File: src/verilog/almp_pkg.sv
`default_nettype none
package almp_pkg;
  // control word layout
  localparam int CW_W        = 64;
  localparam int ATK_LSB     = 37;
  localparam int ATK_W       = 3;
  localparam int REL_LSB     = 40;
  localparam int REL_W       = 4;
  localparam int MIX_LSB     = 46;
  localparam int MIX_W       = 4;
  localparam int HBON_BIT    = 50;
  localparam int PCOMP_LSB   = 51;
  localparam int NCOMP_LSB   = 56;
  localparam int COMP_W      = 5;
  localparam int ALP_BIT     = 61;
  localparam int RATE_BIT    = 62;
  localparam int METHOD_BIT  = 63;
  // reset values
  localparam logic [2:0] ATK_RST    = 3'h1;
  localparam logic [3:0] REL_RST    = 4'ha;
  localparam logic [3:0] MIX_RST    = 4'h9;
  localparam logic [4:0] PCOMP_RST  = 5'h10;
  localparam logic [4:0] NCOMP_RST  = 5'h00;
  // ramp counts
  localparam int RAMP_W      = 20;
  localparam int ATK_SHIFT   = 2;
  localparam int REL_BASE_SH = 4;
  localparam logic [5:0] GAIN_MAX = 6'h3f;
  localparam int SAMPLE_W    = 16;

  typedef enum logic [1:0] {
    ALMP_SRC_MUTE  = 2'h0,
    ALMP_SRC_RIGHT = 2'h1,
    ALMP_SRC_LEFT  = 2'h2,
    ALMP_SRC_AVG   = 2'h3
  } almp_src_t;

  typedef enum logic [1:0] {
    ALMP_PWM_R500K = 2'h0,
    ALMP_PWM_H1M   = 2'h1,
    ALMP_PWM_R1M   = 2'h2,
    ALMP_PWM_H2M   = 2'h3
  } almp_pwm_t;

  typedef struct packed {
    logic [SAMPLE_W-1:0] left;
    logic [SAMPLE_W-1:0] right;
  } almp_pair_t;

  typedef struct packed {
    logic [2:0] atk;
    logic [3:0] rel;
    logic [3:0] mix;
    logic       hbon;
    logic [4:0] pcomp;
    logic [4:0] ncomp;
    logic       alp;
    logic       rate;
    logic       method;
  } almp_cfg_t;
endpackage : almp_pkg
`default_nettype wire

File: src/verilog/almp_ctrl.sv
`timescale 1ns/10ps
`default_nettype none
module almp_ctrl #(
  parameter int SAMPLE_W = 16,
  parameter int RAMP_W   = 20
) (
  input  wire logic                 clk,
  input  wire logic                 sys_rst,
  input  wire logic                 cw_load,
  input  wire logic [63:0]          cw_data,
  output logic      [63:0]          cw_readback,
  input  wire logic                 word_clk_tick,
  input  wire logic                 clip,
  input  wire logic                 in_valid,
  output logic                      in_ready,
  input  wire logic [SAMPLE_W-1:0]  in_left,
  input  wire logic [SAMPLE_W-1:0]  in_right,
  output logic                      out_valid,
  input  wire logic                 out_ready,
  output logic      [SAMPLE_W-1:0]  out_left,
  output logic      [SAMPLE_W-1:0]  out_right,
  output logic      [5:0]           gain_atten,
  output logic                      gain_step,
  output logic                      hbridge_drive_en,
  output logic      [4:0]           pcomp,
  output logic      [4:0]           ncomp,
  output logic                      auto_low_power,
  input  wire logic                 silence_detect,
  output logic                      digital_silence,
  output logic                      pwm_high_rate,
  output logic                      pwm_method,
  output almp_pkg::almp_pwm_t       pwm_mode
);
  typedef enum logic [2:0] {
    ALMP_IDLE    = 3'b001,
    ALMP_ATTACK  = 3'b010,
    ALMP_RELEASE = 3'b100
  } almp_lim_t;

  typedef struct packed {
    logic [63:0]       cw;
    almp_lim_t         lim;
    logic [RAMP_W-1:0] cnt;
    logic [5:0]        atten;
    logic              step;
    logic              silent;
    logic [SAMPLE_W-1:0] ol;
    logic [SAMPLE_W-1:0] orr;
    logic              ov;
  } almp_st_t;

  almp_st_t s_q, s_d;
  almp_pkg::almp_cfg_t cfg;
  almp_pkg::almp_pair_t mixed, buf_out;
  logic [RAMP_W-1:0] atk_len, rel_len;
  logic buf_valid, buf_ready;

  // reset image of the control word
  function automatic logic [63:0] cw_reset();
    logic [63:0] w;
    w = '0;
    w[almp_pkg::ATK_LSB +: almp_pkg::ATK_W]      = almp_pkg::ATK_RST;
    w[almp_pkg::REL_LSB +: almp_pkg::REL_W]      = almp_pkg::REL_RST;
    w[almp_pkg::MIX_LSB +: almp_pkg::MIX_W]      = almp_pkg::MIX_RST;
    w[almp_pkg::HBON_BIT]                        = 1'b0;
    w[almp_pkg::PCOMP_LSB +: almp_pkg::COMP_W]   = almp_pkg::PCOMP_RST;
    w[almp_pkg::NCOMP_LSB +: almp_pkg::COMP_W]   = almp_pkg::NCOMP_RST;
    return w;
  endfunction : cw_reset

  // field extraction
  assign cfg.atk    = s_q.cw[almp_pkg::ATK_LSB +: almp_pkg::ATK_W];
  assign cfg.rel    = s_q.cw[almp_pkg::REL_LSB +: almp_pkg::REL_W];
  assign cfg.mix    = s_q.cw[almp_pkg::MIX_LSB +: almp_pkg::MIX_W];
  assign cfg.hbon   = s_q.cw[almp_pkg::HBON_BIT];
  assign cfg.pcomp  = s_q.cw[almp_pkg::PCOMP_LSB +: almp_pkg::COMP_W];
  assign cfg.ncomp  = s_q.cw[almp_pkg::NCOMP_LSB +: almp_pkg::COMP_W];
  assign cfg.alp    = s_q.cw[almp_pkg::ALP_BIT];
  assign cfg.rate   = s_q.cw[almp_pkg::RATE_BIT];
  assign cfg.method = s_q.cw[almp_pkg::METHOD_BIT];

  // step lengths: 4^code and 16*2^code word clocks
  assign atk_len = RAMP_W'(1) << (cfg.atk * almp_pkg::ATK_SHIFT);
  assign rel_len = RAMP_W'(1) << (cfg.rel + almp_pkg::REL_BASE_SH);

  assign cw_readback      = s_q.cw;
  assign hbridge_drive_en = cfg.hbon;
  assign pcomp            = cfg.pcomp;
  assign ncomp            = cfg.ncomp;
  assign auto_low_power   = cfg.alp;
  assign pwm_high_rate    = cfg.rate;
  assign pwm_method       = cfg.method;
  assign pwm_mode         = almp_pkg::almp_pwm_t'({cfg.rate, cfg.method});
  assign gain_atten       = s_q.atten;
  assign gain_step        = s_q.step;
  assign digital_silence  = s_q.silent;

  almp_mix #(
    .W(SAMPLE_W)
  ) u_mix (
    .mix     (cfg.mix),
    .in_pair ({in_left, in_right}),
    .out_pair(mixed)
  );

  // stall protection between mixer and output register
  almp_buf #(
    .W(2 * SAMPLE_W)
  ) u_buf (
    .clk      (clk),
    .sys_rst  (sys_rst),
    .in_valid (in_valid),
    .in_ready (in_ready),
    .in_data  (mixed),
    .out_valid(buf_valid),
    .out_ready(buf_ready),
    .out_data (buf_out)
  );

  // output stage holds data until taken
  assign buf_ready = !s_q.ov || out_ready;
  assign out_valid = s_q.ov;
  assign out_left  = s_q.ol;
  assign out_right = s_q.orr;

  // next-state logic: control word, limiter ramp, output stage
  always_comb begin
    logic [RAMP_W-1:0] len;
    len = '0;
    s_d = s_q;
    s_d.step = 1'b0;
    if (cw_load) begin
      s_d.cw = cw_data;
    end
    // silence only honoured while auto low power is on
    s_d.silent = cfg.alp && silence_detect;
    unique case (s_q.lim)
      ALMP_IDLE: begin
        s_d.cnt = '0;
        if (clip && s_q.atten != almp_pkg::GAIN_MAX) begin
          s_d.lim = ALMP_ATTACK;
        end else if (!clip && s_q.atten != 6'h0) begin
          s_d.lim = ALMP_RELEASE;
        end
      end
      ALMP_ATTACK: begin
        len = atk_len;
        if (!clip) begin
          s_d.lim = ALMP_RELEASE; // clip over, start recovery
          s_d.cnt = '0;
        end else if (word_clk_tick) begin
          if (s_q.cnt + RAMP_W'(1) >= len) begin
            s_d.cnt   = '0;
            s_d.atten = s_q.atten + 6'h1;
            s_d.step  = 1'b1;
            if (s_q.atten + 6'h1 == almp_pkg::GAIN_MAX) begin
              s_d.lim = ALMP_IDLE;
            end
          end else begin
            s_d.cnt = s_q.cnt + RAMP_W'(1);
          end
        end
      end
      ALMP_RELEASE: begin
        len = rel_len;
        if (clip) begin
          s_d.lim = ALMP_ATTACK;
          s_d.cnt = '0;
        end else if (word_clk_tick) begin
          if (s_q.cnt + RAMP_W'(1) >= len) begin
            s_d.cnt   = '0;
            s_d.atten = s_q.atten - 6'h1;
            s_d.step  = 1'b1;
            if (s_q.atten == 6'h1) begin
              s_d.lim = ALMP_IDLE;
            end
          end else begin
            s_d.cnt = s_q.cnt + RAMP_W'(1);
          end
        end
      end
      default: begin
        s_d.lim = ALMP_IDLE;
      end
    endcase
    if (buf_valid && buf_ready) begin
      s_d.ov  = 1'b1;
      s_d.ol  = buf_out.left;
      s_d.orr = buf_out.right;
    end else if (out_ready) begin
      s_d.ov = 1'b0;
    end
  end

  always_ff @(posedge clk or posedge sys_rst) begin
    if (sys_rst) begin
      s_q     <= '0;
      s_q.cw  <= cw_reset();
      s_q.lim <= ALMP_IDLE;
    end else begin
      s_q <= s_d;
    end
  end
endmodule : almp_ctrl
`default_nettype wire

File: src/verilog/almp_mix.sv
`timescale 1ns/10ps
`default_nettype none
module almp_mix #(
  parameter int W = 16
) (
  input  wire logic       [3:0] mix,
  input  wire almp_pkg::almp_pair_t in_pair,
  output almp_pkg::almp_pair_t    out_pair
);
  // one source picker serves both channels
  function automatic logic [W-1:0] pick(input logic [1:0] sel, input logic [W-1:0] l, input logic [W-1:0] r);
    logic [W:0] sum;
    sum = {l[W-1], l} + {r[W-1], r};
    unique case (sel)
      2'h0: pick = '0;
      2'h1: pick = r;
      2'h2: pick = l;
      2'h3: pick = sum[W:1]; // arithmetic average, no overflow
    endcase
  endfunction : pick

  // upper pair drives left, lower pair drives right
  assign out_pair.left  = pick(mix[3:2], in_pair.left, in_pair.right);
  assign out_pair.right = pick(mix[1:0], in_pair.left, in_pair.right);
endmodule : almp_mix
`default_nettype wire

File: src/verilog/almp_buf.sv
`timescale 1ns/10ps
`default_nettype none
module almp_buf #(
  parameter int W = 32
) (
  input  wire logic         clk,
  input  wire logic         sys_rst,
  input  wire logic         in_valid,
  output logic              in_ready,
  input  wire logic [W-1:0] in_data,
  output logic              out_valid,
  input  wire logic         out_ready,
  output logic      [W-1:0] out_data
);
  typedef struct packed {
    logic [1:0][W-1:0] mem;
    logic              rd;
    logic              wr;
    logic [1:0]        cnt;
  } almp_buf_st_t;

  almp_buf_st_t s_q, s_d;

  assign in_ready  = (s_q.cnt != 2'h2);
  assign out_valid = (s_q.cnt != 2'h0);
  assign out_data  = s_q.mem[s_q.rd];

  // two-entry ring, push and pop may share a cycle
  always_comb begin
    logic push;
    logic pop;
    push = in_valid && in_ready;
    pop  = out_valid && out_ready;
    s_d  = s_q;
    if (push) begin
      s_d.mem[s_q.wr] = in_data;
      s_d.wr          = ~s_q.wr;
    end
    if (pop) begin
      s_d.rd = ~s_q.rd;
    end
    s_d.cnt = s_q.cnt + {1'b0, push} - {1'b0, pop};
  end

  always_ff @(posedge clk or posedge sys_rst) begin
    if (sys_rst) begin
      s_q <= '0;
    end else begin
      s_q <= s_d;
    end
  end
endmodule : almp_buf
`default_nettype wire

File: config.mk
export PLATFORM = sky130hd
export DESIGN_NAME = almp_ctrl
export DESIGN_NICKNAME = d
export VERILOG_FILES = /design/src/verilog/almp_pkg.sv /design/src/verilog/almp_ctrl.sv /design/src/verilog/almp_mix.sv /design/src/verilog/almp_buf.sv
export SDC_FILE = /design/constraint.sdc
export NUM_CORES = 1
export LEC_CHECK = 0
export ABC_AREA = 1
export BUFFER_PORTS_ARGS = -buffer_cell sky130_fd_sc_hd__buf_2
export CORE_UTILIZATION = 56
export CTS_CLUSTER_DIAMETER = 80
export DETAILED_ROUTE_END_ITERATION = 10
export PLACE_DENSITY_LB_ADDON = 0.08
export REMOVE_ABC_BUFFERS = 1
export SLEW_MARGIN = 10
export SYNTH_ARGS = -nofsm -noshare
export SYNTH_HDL_FRONTEND = slang
export SYNTH_SLANG_ARGS = --single-unit
File: constraint.sdc
create_clock -name clk -period 9.2 [get_ports clk]
set_clock_uncertainty 0.1 [all_clocks]
set_input_delay 1.84 -clock clk [delete_from_list [all_inputs] [get_ports clk]]
set_output_delay 1.84 -clock clk [all_outputs]
set_load 0.03 [all_outputs]
==> run metrics <==
maximum vdd ir drop 0.156 mV; leak pwr 6.76 nW; number of standard-cell rows in the floorplan 52; Max Transition Viols Final 0; number of warnings printed during yosys synthesis 0; largest delay contributor family on the critical path compound AO/OA/AOI/OAI gates; H-Tree Depth 4; routed wire length per instance 15.2 µm; HPWL after DPL 20.0 mm; clk slew on worst S/H paths 0.08 ns; share of the cycle needed by the critical path after routing 0.397; area of the mapped netlist 0.0117 mm²; CTS root buf clkbuf_16; max_cap viols 0; Slew headroom 0.208; Iter 0 DRT Violations 540; final count of negative-setup-slack endpoints 0; number of buffers added by the clock tree synthesis step 17; most common cell type on the critical path nand2_1; GRT Resource Usage Total 0.271; number of sinks handled by clock tree synthesis 196; growth of design area from synthesis to finish 9.56%; antenna violations before repair 0; count of cell types in the netlist 44; Hold Path Class flop to flop; drt pass-1 iters 5; core area 0.0204 mm²; run status completed; CP endpoint kind flop; CTS Buffer Depth 2; Post-Route Setup TNS 0 ns; vias in the first global route 9417; Vert. Die Dim 146 µm; power after layout 3.30 mW; Reg-to-Reg Start cw_readback[42]; residual antenna-violating net count after detailed routing 0; global placer's final weighted congestion 0.950; number of gates resized after cts 0; Critical Setup Path Class input port to flop; detailed-route vias per instance 5.25; diodes inserted 0; worst-margin pin slew 1.19 ns; CP max stage delay 0.38 ns; buffers added on ports 225; Critical Path RT 9.46 ns; number of ports placed on the die boundary 226; Arr. time, crit path 3.91 ns; clock tree from TritonCTS done; first-pass GRT wire length 46.4 mm; sequential-to-total area share from yosys stat 0.420; worst setup path startpoint in_left[2]; number of register bits inferred by synthesis 196; maximum number of pins on one net before global-route repair 135; postcts setup bufs 0; Buffers & Inverters on Critical Path 1; average cell area after synthesis 7.98 µm²; setup repair after global routing missed its margin no; CTS Hold Bufs 0; final-stage net count 1713; Routed WL 28.0 mm; width of the chip 146 µm; synthesized instance count 1464; Die Area 0.0215 mm²; Post-synth EDFFs 0; predominant post-synthesis flop cell dfrtp_1; crit-path max FO 4; critical path, cell by cell buf_2 -> ha_1 -> a21oi_1 -> o21ai_1 -> a21oi_1 -> o21ai_1 -> a21boi_0 -> o21ai_0 -> nand2_1 -> nand3_1 -> nand2_1 -> nand2_1 -> nand2_1; power density normalized to cell area 258 mW/mm²; critical path's slowest cell a21boi_0; start point of the worst hold path u_buf.s_q[40]; insertion delay of the later-clocked pin in the worst-skew pair 0.44 ns; Worst Setup Start Kind input port; minimum clock period after layout 3.65 ns; vias 9667; maximum clock rate 0.274 GHz; initial standard-cell utilization of the core 0.574; grt ovf 0; count of unresolved DRC violations after routing 0; Synth async-reset ratio 1.00; fraction of final layout cells with drive strength greater than 1 0.229; number of failing hold endpoints at the final stage 0
[cell usage in the layout, fill, tap and decap left out, drive strengths merged, types with 28 or more instances in the layout]
cell type / count
dfrtp: 189
inv: 120
nand2: 528
o21ai: 28
mux2: 54
ha: 48
nor2: 94
buf: 233
nand3: 83
a31oi: 34
[stage by stage]
stage | cell area, µm² | utilization | hold slack (ns) | instances | worst slack, ns
final | 12800 | 0.629 | 0.381 | 1843 | 5.55
after global routing | 12800 | 0.629 | 0.397 | 1843 | 5.19
after CTS | 12800 | 0.629 | 0.384 | 1843 | 5.52
after detailed placement | 12200 | 0.599 | 0.365 | 1811 | 5.11
after global placement | 12200 | 0.599 | 0.363 | 1811 | 5.16
after floorplan | 10700 | - | 0.349 | 1308 | 1.93
[cell families (layout without fill, tap and decap cells)]
kind of cell,after synthesis,count (layout),share of synthesized area
and+or+nand+nor,754,754,0.270
buffers and inverters,275,384,0.126
DFF,196,196,0.420
AOI/OAI and AO/OA,114,114,0.0624
muxes,54,54,0.0520
adders and majority gates,49,49,0.0531
xor gates and xnor gates,22,22,0.0165
[cell type report]
cell class	count	area (µm²)
clock buffer	18	439
clock inverter	14	163
fill	1809	7560
multi-input combinational	993	5310
inverter	119	454
sequential	196	4910
tap	270	338
timing repair buffer	233	1190
[metal layers]
layer | wire (µm) | track usage | up-vias
met3 | 1270 | 0.0416 | 38
met1 | 12100 | 0.348 | 4589
met5 | 0 | 0 | -
met4 | 592 | 0.0922 | 0
li1 | - | - | 4805
met2 | 14100 | 0.464 | 235
[flip-flops by register name, summed over array words and instances, names as in the netlist]
name	flops
u_buf.s_q	68
cw_readback	64
s_q	23
out_left	16
out_right	16
gain_atten	6
digital_silence	1
gain_step	1
out_valid	1
[power breakdown]
part	leakage (nW)	total (mW)	internal (mW)	switching, mW
clock	0.297	0.763	0.395	0.368
combinational	4.03	1.26	0.388	0.876
sequential	2.43	1.27	1.12	0.158
total	6.76	3.30	1.90	1.40
[Yosys cell counts (3+ instances only)]
master	number	area (µm²)
nor3_1	16	80.1
dfrtp_1	189	4730
buf_4	116	871
nor2_2	5	31.3
inv_1	111	417
nand3_1	78	390
dfstp_2	7	184
o21ai_1	4	20.0
a21oi_1	16	80.1
a21o_1	3	22.5
nor2_4	3	33.8
ha_1	48	601
xor2_1	17	149
o21bai_1	3	22.5
o22ai_1	3	18.8
nand4_1	11	68.8
clkbuf_1	33	124
nand2_2	7	43.8
nand3_2	4	40.0
clkinv_1	6	22.5
nor2_1	86	323
a31oi_1	34	213
nand3b_1	13	97.6
xnor2_1	5	43.8
o21ai_0	23	115
or2_0	4	25.0
mux2_2	54	608
o221ai_1	18	158
o211ai_1	3	22.5
buf_1	7	26.3
nand2_1	519	1950
[path summary, 6_finish.rpt]
path | end | slack, ns | cells past startpoint
setup / recovery | u_buf.s_q[46] | 5.55 | 13
hold / removal | u_buf.s_q[40] | 0.38 | 2
setup reg to reg | s_q[52] | 5.55 | 14
hold reg to reg | u_buf.s_q[40] | 0.38 | 2
max in group asynchronous | u_buf.s_q[65] | 6.13 | 3
min in group asynchronous | cw_readback[63] | 1.47 | 2
[worst register-to-register path: stages (launching register included)]
cell and delay [ns]:
dfrtp_1 0.47, ha_1 0.36, nor2_1 0.39, and2_1 0.21, ha_1 0.22, nand3b_1 0.15
a21oi_1 0.13, nor2_1 0.05, o211ai_1 0.18, nor2_1 0.08, nand3_1 0.13, nand3_4 0.15
o21ai_2 0.74, nand2_1 0.13, nand2_1 0.09
Power figures use the tool's default switching activity.
